--- src/verilog/adcsi_regs.vh ---
// Constants of the serial conversion interface: bus map, fields, reset values, timing
`ifndef ADCSI_REGS_VH
`define ADCSI_REGS_VH

// ==========================================================
// Timing
`define ADCSI_CLK_PERIOD_NS   40
`define ADCSI_CONV_TIME_NS    4000
`define ADCSI_CONV_CYC        (`ADCSI_CONV_TIME_NS / `ADCSI_CLK_PERIOD_NS)
`define ADCSI_SCLK_PERIOD_NS  320
`define ADCSI_SCLK_CYC        (`ADCSI_SCLK_PERIOD_NS / `ADCSI_CLK_PERIOD_NS)
`define ADCSI_WORD_W          16

// ==========================================================
// Register map (byte addresses)
`define ADCSI_ADDR_W          4
`define ADCSI_OFS_CTRL        4'h0
`define ADCSI_OFS_CONV_TIME   4'h4
`define ADCSI_OFS_STATUS      4'h8
`define ADCSI_OFS_RESULT      4'hc

// ==========================================================
// Fields and reset values
`define ADCSI_CTRL_SYNC_EN    0
`define ADCSI_CTRL_RST        1'b0
`define ADCSI_ST_BUSY         0
`define ADCSI_ST_PWRDN        1
`define ADCSI_ST_INT_SEND     2
`define ADCSI_ST_EXT_READ     3
`define ADCSI_ST_EXT_MODE     4
`define ADCSI_CNT_W           16
`define ADCSI_PH_W            8
`define ADCSI_SH_W            5
`define ADCSI_SH_DONE         5'h10
`define ADCSI_RESP_OKAY       2'h0
`define ADCSI_RESP_SLVERR     2'h2

`endif

--- src/verilog/adcsi_sync.v ---
// Two-flop synchroniser for a group of pin inputs
`timescale 1ns/1ps
`default_nettype none
module adcsi_sync #(
  parameter integer   W       = 1,
  parameter [W-1:0]   RST_VAL = {W{1'b0}}
)(
  input  wire         aclk,
  input  wire         aresetn,
  input  wire [W-1:0] d,
  output reg  [W-1:0] q
);

  reg [W-1:0] meta_r;

  always @(posedge aclk) begin
    if (!aresetn) begin
      meta_r <= RST_VAL;
      q      <= RST_VAL;
    end else begin
      meta_r <= d;
      q      <= meta_r;
    end
  end

endmodule
`default_nettype wire

--- src/verilog/adcsi_top.v ---
// Conversion control and serial result output with AXI4-Lite register access
`timescale 1ns/1ps
`default_nettype none
`include "adcsi_regs.vh"
module adcsi_top #(
  parameter integer CONV_CYC = `ADCSI_CONV_CYC,
  parameter integer SCLK_CYC = `ADCSI_SCLK_CYC,
  parameter integer WORD_W   = `ADCSI_WORD_W
)(
  input  wire                      aclk,
  input  wire                      aresetn,
  input  wire [`ADCSI_ADDR_W-1:0]  s_axi_awaddr,
  input  wire                      s_axi_awvalid,
  output reg                       s_axi_awready,
  input  wire [31:0]               s_axi_wdata,
  input  wire [3:0]                s_axi_wstrb,
  input  wire                      s_axi_wvalid,
  output reg                       s_axi_wready,
  output reg  [1:0]                s_axi_bresp,
  output reg                       s_axi_bvalid,
  input  wire                      s_axi_bready,
  input  wire [`ADCSI_ADDR_W-1:0]  s_axi_araddr,
  input  wire                      s_axi_arvalid,
  output reg                       s_axi_arready,
  output reg  [31:0]               s_axi_rdata,
  output reg  [1:0]                s_axi_rresp,
  output reg                       s_axi_rvalid,
  input  wire                      s_axi_rready,
  input  wire [WORD_W-1:0]         adc_code,
  input  wire                      read_convert,
  input  wire                      chip_select_n,
  input  wire                      chain_tag,
  input  wire                      power_down_input,
  input  wire                      format_select,
  input  wire                      clock_source_select,
  input  wire                      serial_shift_clock_i,
  output reg                       serial_shift_clock_o,
  output reg                       serial_shift_clock_oe_n,
  output reg                       serial_data,
  output reg                       frame_sync,
  output reg                       busy_n,
  output reg                       low_power
);

  // ==========================================================
  // Constants
  localparam integer PH_RISE_I = SCLK_CYC / 4;
  localparam integer PH_FALL_I = (3 * SCLK_CYC) / 4;
  localparam [`ADCSI_PH_W-1:0] PH_LAST = SCLK_CYC[`ADCSI_PH_W-1:0] - 1'b1;
  localparam [`ADCSI_PH_W-1:0] PH_RISE = PH_RISE_I[`ADCSI_PH_W-1:0];
  localparam [`ADCSI_PH_W-1:0] PH_FALL = PH_FALL_I[`ADCSI_PH_W-1:0];
  localparam [`ADCSI_CNT_W-1:0] CONV_DEF = CONV_CYC[`ADCSI_CNT_W-1:0];

  // ==========================================================
  // Pin synchronisers
  wire [6:0] pins_q;
  wire       rc_q;
  wire       cs_n_q;
  wire       tag_q;
  wire       pd_q;
  wire       fmt_q;
  wire       ext_q;
  wire       sclk_q;

  adcsi_sync #(
    .W       (7),
    .RST_VAL (7'h03)
  ) u_sync (
    .aclk    (aclk),
    .aresetn (aresetn),
    .d       ({serial_shift_clock_i, clock_source_select, format_select,
                power_down_input, chain_tag, chip_select_n, read_convert}),
    .q       (pins_q)
  );

  assign rc_q   = pins_q[0];
  assign cs_n_q = pins_q[1];
  assign tag_q  = pins_q[2];
  assign pd_q   = pins_q[3];
  assign fmt_q  = pins_q[4];
  assign ext_q  = pins_q[5];
  assign sclk_q = pins_q[6];

  // ==========================================================
  // State
  reg                     rc_d_r;
  reg                     cs_n_d_r;
  reg                     sclk_d_r;
  reg                     sync_en_r;
  reg [`ADCSI_CNT_W-1:0]  conv_time_r;
  reg [`ADCSI_CNT_W-1:0]  conv_cnt_r;
  reg [WORD_W-1:0]        result_r;
  reg [WORD_W-1:0]        shift_r;
  reg [`ADCSI_SH_W-1:0]   sh_cnt_r;
  reg [`ADCSI_PH_W-1:0]   ph_r;
  reg                     tag_hold_r;
  reg                     int_act_r;
  reg                     ext_act_r;
  reg                     sync_pend_r;
  reg                     sdata_nxt;
  reg                     sclk_nxt;

  wire rc_fall   = rc_d_r & ~rc_q;
  wire rc_rise   = ~rc_d_r & rc_q;
  wire cs_fall   = cs_n_d_r & ~cs_n_q;
  wire sclk_rise = ~sclk_d_r & sclk_q;
  wire conv_req  = (rc_fall & ~cs_n_q) | (cs_fall & ~rc_q);
  wire conv_go   = conv_req & ~pd_q & busy_n;
  wire conv_done = ~busy_n & (conv_cnt_r == {`ADCSI_CNT_W{1'b0}});
  wire read_go   = ((rc_rise & ~cs_n_q) | (cs_fall & rc_q)) & ext_q & ~ext_act_r;
  wire int_go    = conv_go & ~ext_q;

  // ==========================================================
  // Conversion control
  always @(posedge aclk) begin
    if (!aresetn) begin
      rc_d_r     <= 1'b1;
      cs_n_d_r   <= 1'b1;
      sclk_d_r   <= 1'b0;
      busy_n     <= 1'b1;
      conv_cnt_r <= {`ADCSI_CNT_W{1'b0}};
      result_r   <= {WORD_W{1'b0}};
      tag_hold_r <= 1'b0;
      low_power  <= 1'b0;
    end else begin
      rc_d_r    <= rc_q;
      cs_n_d_r  <= cs_n_q;
      sclk_d_r  <= sclk_q;
      low_power <= pd_q;
      if (conv_go) begin
        busy_n     <= 1'b0;
        conv_cnt_r <= conv_time_r;
        tag_hold_r <= tag_q;
      end else if (conv_done) begin
        busy_n   <= 1'b1;
        // Core delivers straight binary; low format flips the sign bit
        result_r <= fmt_q ? adc_code : {~adc_code[WORD_W-1], adc_code[WORD_W-2:0]};
      end else if (!busy_n) begin
        conv_cnt_r <= conv_cnt_r - 1'b1;
      end
    end
  end

  // ==========================================================
  // Serial output sequencer
  always @(posedge aclk) begin
    if (!aresetn) begin
      shift_r     <= {WORD_W{1'b0}};
      sh_cnt_r    <= `ADCSI_SH_DONE;
      ph_r        <= {`ADCSI_PH_W{1'b0}};
      int_act_r   <= 1'b0;
      ext_act_r   <= 1'b0;
      sync_pend_r <= 1'b0;
      frame_sync  <= 1'b0;
    end else if (int_go) begin
      // Previous result goes out while the new conversion runs
      shift_r   <= result_r;
      sh_cnt_r  <= {`ADCSI_SH_W{1'b0}};
      ph_r      <= {`ADCSI_PH_W{1'b0}};
      int_act_r <= 1'b1;
      ext_act_r <= 1'b0;
    end else if (read_go) begin
      // Shift register holds the last latched result, old or new
      shift_r     <= result_r;
      sh_cnt_r    <= {`ADCSI_SH_W{1'b0}};
      ext_act_r   <= 1'b1;
      sync_pend_r <= sync_en_r;
      frame_sync  <= 1'b0;
    end else if (int_act_r) begin
      if (ph_r == PH_LAST) begin
        ph_r     <= {`ADCSI_PH_W{1'b0}};
        shift_r  <= {shift_r[WORD_W-2:0], 1'b0};
        sh_cnt_r <= sh_cnt_r + 1'b1;
        if (sh_cnt_r == `ADCSI_SH_DONE - 1'b1) begin
          int_act_r <= 1'b0;
        end
      end else begin
        ph_r <= ph_r + 1'b1;
      end
    end else if (ext_act_r && !ext_q) begin
      ext_act_r   <= 1'b0;
      sync_pend_r <= 1'b0;
      frame_sync  <= 1'b0;
    end else if (ext_act_r && sclk_rise) begin
      if (sync_pend_r) begin
        // Sync spends one clock period before the first shift
        sync_pend_r <= 1'b0;
        frame_sync  <= 1'b1;
      end else begin
        frame_sync <= 1'b0;
        shift_r    <= {shift_r[WORD_W-2:0], 1'b0};
        sh_cnt_r   <= sh_cnt_r + 1'b1;
        if (sh_cnt_r == `ADCSI_SH_DONE - 1'b1) begin
          ext_act_r <= 1'b0;
        end
      end
    end
  end

  // ==========================================================
  // Pin drivers
  always @* begin
    sdata_nxt = tag_hold_r;
    sclk_nxt  = 1'b0;
    if (int_act_r || ext_act_r) begin
      sdata_nxt = shift_r[WORD_W-1];
    end
    // Bit changes at period start, clock edges sit at a quarter and three quarters
    if (int_act_r && ph_r >= PH_RISE && ph_r < PH_FALL) begin
      sclk_nxt = 1'b1;
    end
  end

  always @(posedge aclk) begin
    if (!aresetn) begin
      serial_data             <= 1'b0;
      serial_shift_clock_o    <= 1'b0;
      serial_shift_clock_oe_n <= 1'b1;
    end else begin
      serial_data             <= sdata_nxt;
      serial_shift_clock_o    <= sclk_nxt;
      serial_shift_clock_oe_n <= ext_q;
    end
  end

  // ==========================================================
  // AXI4-Lite write channel
  reg                      aw_hold_r;
  reg                      w_hold_r;
  reg [`ADCSI_ADDR_W-1:0]  awaddr_r;
  reg [31:0]               wdata_r;
  reg [3:0]                wstrb_r;

  always @(posedge aclk) begin
    if (!aresetn) begin
      s_axi_awready <= 1'b1;
      s_axi_wready  <= 1'b1;
      s_axi_bvalid  <= 1'b0;
      s_axi_bresp   <= `ADCSI_RESP_OKAY;
      aw_hold_r     <= 1'b0;
      w_hold_r      <= 1'b0;
      awaddr_r      <= {`ADCSI_ADDR_W{1'b0}};
      wdata_r       <= 32'h0000_0000;
      wstrb_r       <= 4'h0;
      sync_en_r     <= `ADCSI_CTRL_RST;
      conv_time_r   <= CONV_DEF;
    end else begin
      if (s_axi_awvalid && s_axi_awready) begin
        s_axi_awready <= 1'b0;
        aw_hold_r     <= 1'b1;
        awaddr_r      <= s_axi_awaddr;
      end
      if (s_axi_wvalid && s_axi_wready) begin
        s_axi_wready <= 1'b0;
        w_hold_r     <= 1'b1;
        wdata_r      <= s_axi_wdata;
        wstrb_r      <= s_axi_wstrb;
      end
      if (aw_hold_r && w_hold_r && !s_axi_bvalid) begin
        aw_hold_r    <= 1'b0;
        w_hold_r     <= 1'b0;
        s_axi_bvalid <= 1'b1;
        s_axi_bresp  <= `ADCSI_RESP_OKAY;
        case (awaddr_r)
          `ADCSI_OFS_CTRL: begin
            if (wstrb_r[0]) begin
              sync_en_r <= wdata_r[`ADCSI_CTRL_SYNC_EN];
            end
          end
          `ADCSI_OFS_CONV_TIME: begin
            if (wstrb_r[0]) begin
              conv_time_r[7:0] <= wdata_r[7:0];
            end
            if (wstrb_r[1]) begin
              conv_time_r[15:8] <= wdata_r[15:8];
            end
          end
          `ADCSI_OFS_STATUS,
          `ADCSI_OFS_RESULT: begin
            s_axi_bresp <= `ADCSI_RESP_OKAY;
          end
          default: begin
            s_axi_bresp <= `ADCSI_RESP_SLVERR;
          end
        endcase
      end
      if (s_axi_bvalid && s_axi_bready) begin
        s_axi_bvalid  <= 1'b0;
        s_axi_awready <= 1'b1;
        s_axi_wready  <= 1'b1;
      end
    end
  end

  // ==========================================================
  // AXI4-Lite read channel
  always @(posedge aclk) begin
    if (!aresetn) begin
      s_axi_arready <= 1'b1;
      s_axi_rvalid  <= 1'b0;
      s_axi_rdata   <= 32'h0000_0000;
      s_axi_rresp   <= `ADCSI_RESP_OKAY;
    end else if (s_axi_arvalid && s_axi_arready) begin
      s_axi_arready <= 1'b0;
      s_axi_rvalid  <= 1'b1;
      s_axi_rdata   <= 32'h0000_0000;
      s_axi_rresp   <= `ADCSI_RESP_OKAY;
      case (s_axi_araddr)
        `ADCSI_OFS_CTRL: begin
          s_axi_rdata[`ADCSI_CTRL_SYNC_EN] <= sync_en_r;
        end
        `ADCSI_OFS_CONV_TIME: begin
          s_axi_rdata[15:0] <= conv_time_r;
        end
        `ADCSI_OFS_STATUS: begin
          s_axi_rdata[`ADCSI_ST_BUSY]     <= ~busy_n;
          s_axi_rdata[`ADCSI_ST_PWRDN]    <= low_power;
          s_axi_rdata[`ADCSI_ST_INT_SEND] <= int_act_r;
          s_axi_rdata[`ADCSI_ST_EXT_READ] <= ext_act_r;
          s_axi_rdata[`ADCSI_ST_EXT_MODE] <= ext_q;
        end
        `ADCSI_OFS_RESULT: begin
          s_axi_rdata[WORD_W-1:0] <= result_r;
        end
        default: begin
          s_axi_rresp <= `ADCSI_RESP_SLVERR;
        end
      endcase
    end else if (s_axi_rvalid && s_axi_rready) begin
      s_axi_rvalid  <= 1'b0;
      s_axi_arready <= 1'b1;
    end
  end

endmodule
`default_nettype wire

--- config.mk ---
export PLATFORM = sky130hd
export DESIGN_NAME = adcsi_top
export DESIGN_NICKNAME = d
export VERILOG_FILES = /design/src/verilog/adcsi_sync.v /design/src/verilog/adcsi_top.v
export VERILOG_INCLUDE_DIRS = /design/src /design/src/verilog
export SDC_FILE = /design/constraint.sdc
export NUM_CORES = 1
export LEC_CHECK = 0
export ABC_AREA = 1
export BUFFER_PORTS_ARGS = -buffer_cell sky130_fd_sc_hd__buf_2
export CORE_ASPECT_RATIO = 1.2
export CORE_MARGIN = 3
export CORE_UTILIZATION = 42
export CTS_CLUSTER_SIZE = 20
export DETAILED_ROUTE_END_ITERATION = 16
export PLACE_DENSITY = 0.69
export SYNTH_ARGS = -nofsm -noshare
export SYNTH_HDL_FRONTEND = slang
export SYNTH_SLANG_ARGS = --single-unit
export TNS_END_PERCENT = 10
--- constraint.sdc ---
create_clock -name aclk -period 3.12 [get_ports aclk]
set_input_delay 0.156 -clock aclk [delete_from_list [all_inputs] [get_ports aclk]]
set_output_delay 0.156 -clock aclk [all_outputs]
set_load 0.01 [all_outputs]
# After elaboration in Yosys (flattened, before gate mapping)
# Index checks and enable logic that the tools add are counted.
# W data, S select, Z words.
word_totals:
  ff_bits: 154
  inputBits: 74
  out_inout_bits: 47
  wordCells: 181
op_classes:
  n_addsub: 3
  magnitude_cmp: 2
  n_eq_ne: 19
  muxes: 52
  n_bitwise: 29
  n_reduce_logical: 39
ops:
  columns: ["op", "n"]
  rows:
  - ["$mux W16", 11]
  - ["$mux W5", 7]
  - ["$mux W1", 28]
  - ["$pmux W11 S2", 1]
  - ["$eq A4 B4 Y1 const B", 4]
  - ["$logic_not A16 Y1", 1]
  - ["$sub A16 B1 Y16 const B", 1]
  - ["$and A1 B1 Y1", 14]
  - ["$not A1 Y1", 13]
  - ["$pmux W4 S3", 1]
  - ["$reduce_and A3 Y1", 4]
  - ["$reduce_and A4 Y1", 3]
  - ["$logic_and A1 B1 Y1", 11]
  - ["$add A8 B1 Y8 const B", 1]
  - ["$eq A4 B3 Y1 const B", 2]
  - ["$eq A8 B3 Y1 const B", 1]
  - ["$ge A8 B2 Y1 const B", 1]
  - ["$logic_not A4 Y1", 2]
  - ["$lt A8 B3 Y1 const B", 1]
  - ["$mux W8", 1]
  - ["$ne A2 B1 Y1 const B", 4]
  - ["$reduce_or A4 Y1", 2]
  - ["$ne A2 B2 Y1 const B", 3]
  - ["$reduce_and A2 Y1", 3]
  - ["other kinds (16)", 24]

# Logic depth before layout (Yosys ltp)
logic_depth:
  word_depth: 9
  depth_mapped: 12
  mapped_depth_nobuf: 11

# Cells and area by module
# A second synthesis with hierarchy kept.
hier_totals:
  hier_cells: 961
  area_unflattened_um2: 6786.5
by_module_without_submodules:
  columns: ["mod", "instances", "cells_per_inst", "area_each_um2", "seq_area_each_um2"]
  rows:
  - ["adcsi_top", 1, 918, 6389.9, 2762.6]
  - ["adcsi_sync", 1, 43, 396.6, 280.3]

# Worst setup path after synthesis
# Ideal clock, no wire load.
synth_timing:
  path_type: "reg-to-reg"
  startpoint: "reg ph_r[1]"
  endpoint: "reg shift_r[14]"
  setup_ps: 118
  arrival_ps: 1331
  required_time_ps: 3002
  path_slack_ps: 1671
  stages_incl_launch_ff: 8
  n_path_buf: 1
  synth_period_minus_slack_ps: 1449
  path_cell_list: "dfxtp_1 ha_1 nand3_1 o21ai_1 nand2_2 buf_2 nor3_1 nor2_1"
synth_via:
  elab_chain_cells: 3
synth_rtl:
  columns: ["element", "line", "rtl"]
  rows:
  - ["start: declaration", "adcsi_top.v:95", "reg [`ADCSI_PH_W-1:0] ph_r;"]
  - ["start signal: assignment", "adcsi_top.v:150", "ph_r <= {`ADCSI_PH_W{1'b0}};"]
  - ["start signal: assignment", "adcsi_top.v:159", "ph_r <= {`ADCSI_PH_W{1'b0}};"]
  - ["start signal: assignment", "adcsi_top.v:171", "ph_r <= {`ADCSI_PH_W{1'b0}};"]
  - ["$eq A8 B3 Y1", "adcsi_top.v:170", "if (ph_r == PH_LAST) begin"]
  - ["$ne A4 B1 Y1 (no line)", null, null]
  - ["$reduce_and A4 Y1 (no line)", null, null]
  - ["end signal: assignment", "adcsi_top.v:164", "shift_r <= result_r;"]
  - ["end signal: assignment", "adcsi_top.v:172", "shift_r <= {shift_r[WORD_W-2:0], 1'b0};"]
  - ["end signal: assignment", "adcsi_top.v:191", "shift_r <= {shift_r[WORD_W-2:0], 1'b0};"]
  - ["end: declaration", "adcsi_top.v:93", "reg [WORD_W-1:0] shift_r;"]
# No other way between the ends.
# A chain may end at the register's enable or synchronous reset.

# Worst setup path after layout
layout_timing:
  startpoint: "reg ph_r[1]"
  endpoint: "reg shift_r[15]"
# The elaborated chain is that of the path after synthesis.

==> results.ini <==
[synthesis]
synthSimpleGateAreaFrac_pct = 26.0
synth_ff_type = dfxtp_1
synth_compound_area_share_pct = 15.3
yosys.area.top_type = dfxtp_1
synth_top_area_share_pct = 44.6
synthAdderAreaFrac_pct = 1.10
yosys-top-cells-area = dfxtp_1 (45%), nand2_1 (10%), nor2_1 (6.8%), inv_1 (6.6%), o21ai_0 (6.2%)
synth-seq-area-share_pct = 44.6
netlist_instances = 962
syn_area_per_cell_um2 = 7.08
synth_area_mm2 = 0.00682
synth_xor_area_share_pct = 0.771
synth-seq-cells = 152
ys_types = 37
synth_top_family_by_area = simple AND/OR/NAND/NOR gates
synthArstFlopShare_pct = 0
ys_warn_count = 0
synth_edf_count = 0
muxShareOfSynthArea_pct = 0

[global_route]
grt_pass1_wl_um = 27200
overflow = 0
grt_use_total_pct = 19.0
antenna_found_initial = 0
grt_pass1_vias = 5693
grt_max_degree = 48

[sta]
hold_slack_ns = -0.00311
fin_ws_ns = 1.18
setup_viol = 0
slew_violations = 0
fmax_mhz = 516
hold_viol = 1
rsz0062_at_grt = false
relSlewSlack_pct = 50.6
finalClockSkew_ns = 0.00645
max_slew.worst_pin.slew_ns = 0.740
timing.setup.tns_ns = 0
timing.final.crit_share_pct = 62.1
post-route-min-period_ns = 1.94

[final_layout]
nets = 1129
final_common_cell = nand2_1
utilization_pct = 51.1
post-route-cell-area_mm2 = 0.00805
syn_to_final_growth_pct = 18.2
num_antenna_cells = 0
final_cell_mix = nand2_1 (183), dfxtp_1 (152), nor2_1 (124)
layout-drive-gt1-share_pct = 14.1

[pwr]
power_density_mw_per_mm2 = 557
p_leak_nw = 3.74
ir_drop_v = 0.000377
total_power_mw = 4.49

[cts]
clkSlewWorstSetupHoldPaths_ns = 0.06
cts_tree = done
ctsHtreeMaxLevel = 4
post_cts_buffers = 0
cts.sinks = 152
clk_path_buf_depth = 2
cts.root.buffer_cell = clkbuf_16
worstSkewPairLatency_ns = 0.42
cts_resized = 0
numCtsBuffers = 17

[setup_path]
cpPeakStageDelay_ns = 0.39
required_ns = 3.43
worstPathArrival_ns = 2.25
path_cells = ha_1 > nand3_1 > o21ai_1 > nand2_2 > nand2_4 > inv_1 > nor2_1 > nor2_1
path_class = register to register
cp_top_family = simple AND/OR/NAND/NOR gates
crit_fanout = 21
crit_buf_inv = 1
crit_top_cell = nor2_1
crit_slowest_cell = dfxtp_1
cp-end-kind = register
critPathLaunchType = register

[route]
firstDrtPassIters = 5
totalWireLength_um = 16500
drtAntennaViolNets = 0
routed_via_density = 4.85
via_count = 6148
post_drt_wl_per_cell_um = 13.0
drc = 0
initialDrtViolationCount = 342

[floorplanning]
io_pins = 121
fp.dieW_um = 122
rows = 50
die_y_um = 146
coreArea_mm2 = 0.0158
start_util_pct = 43.2
die_area_mm2 = 0.0178

[run_status]
violations = negative hold slack
status = finished with violations

[flow_run]
drv_cap = 0

[placed_design]
dpl.hpwl_um = 11600
dp_slack_ns = 1.19
dpl_cell_area_mm2 = 0.00727
io_buffer_count = 84
routabilityCongestion = 0.924

[hold_path]
hold_class = input port to register

[worst paths after layout]
path / end / cells after the start / slack [ns] / startpoint
max: shift_r[15] / 8 / 1.18 / ph_r[1]
min: wdata_r[2] / 3 / -0.003 / s_axi_wdata[2]
min reg2reg: u_sync.q[1] / 1 / 0.41 / u_sync.meta_r[1]
max reg2reg: shift_r[15] / 8 / 1.18 / ph_r[1]
[tightest hold or removal path: cells and delay by family]
| family | cells | cell delay, ns |
|---|---|---|
| compound gates | 1 | 0.07 |
| simple gates | 1 | 0.08 |
| buf+inv | 1 | 0.08 |
[per-layer routing]
| layer | wire (um) | part of all wire, % | GRT usage (%) | vias to the layer above |
|---|---|---|---|---|
| met4 | 429 | 2.6 | 7.51 | 0 |
| li1 | - | - | - | 3211 |
| met2 | 7810 | 47 | 30.5 | 159 |
| met5 | 0 | 0 | 0 | - |
| met3 | 904 | 5.5 | 4.55 | 30 |
| met1 | 7330 | 44 | 24.5 | 2748 |
[synth_stat cells, types with 5 or more instances]
master	count
nor3_1	8
clkbuf_1	23
dfxtp_1	152
o221ai_1	11
ha_1	6
xor2_1	5
inv_1	119
o21ai_0	84
nand3_1	73
nor2_2	6
nor2_1	124
a21oi_1	80
nand2_1	183
o21ai_1	8
or2_2	8
buf_4	22
inv_2	5
buf_6	5
buf_2	6
[final cells by class]
cell class | instances | area [um^2]
inverter | 125 | 469
clock inverter | 8 | 121
clock buffer | 22 | 474
timing repair buffer | 111 | 671
multi-input combinational | 642 | 3010
sequential | 152 | 3040
tap | 208 | 260
fill | 1567 | 7710
[state kept, by name, indices dropped and copies added, names as in the netlist, 2 cells and up]
register,flops
s_axi_rdata,16
shift_r,16
u_sync.meta_r,7
wdata_r,16
u_sync.q,7
awaddr_r,4
wstrb_r,2
sh_cnt_r,5
conv_time_r,16
conv_cnt_r,16
ph_r,8
result_r,16
[cell families (layout without fill, tap and decap cells)]
group,after synthesis,count (layout)
buf+inv,185,266
simple gates,417,417
compound gates,195,195
other cells,1,18
fa+ha+maj,6,6
flops,152,152
xor+xnor,6,6
[timing repair]
action | in CTS | in global routing
endpoints found under the hold margin | 20 | 0
setup endpoints to repair | 0 | 0
hold buffers | 19 | 0
[report_power, final]
part / total [mW] / internal (mW) / switching (mW) / leakage, nW
combinational: 0.355 / 0.134 / 0.222 / 2.21
clock: 2.07 / 1.31 / 0.766 / 0.292
sequential: 2.06 / 2.01 / 0.0419 / 1.24
[per-stage QoR]
step | hold slack [ns] | std cells
4_1_cts | 0.00290 | 1268
3_5_place_dp | 0.342 | 1219
6_report | -0.00311 | 1268
2_1_floorplan | 0.254 | 979
3_3_place_gp | 0.341 | 1219
5_1_grt | 0.00353 | 1268
No activity file was read; power rests on OpenSTA's default activity.
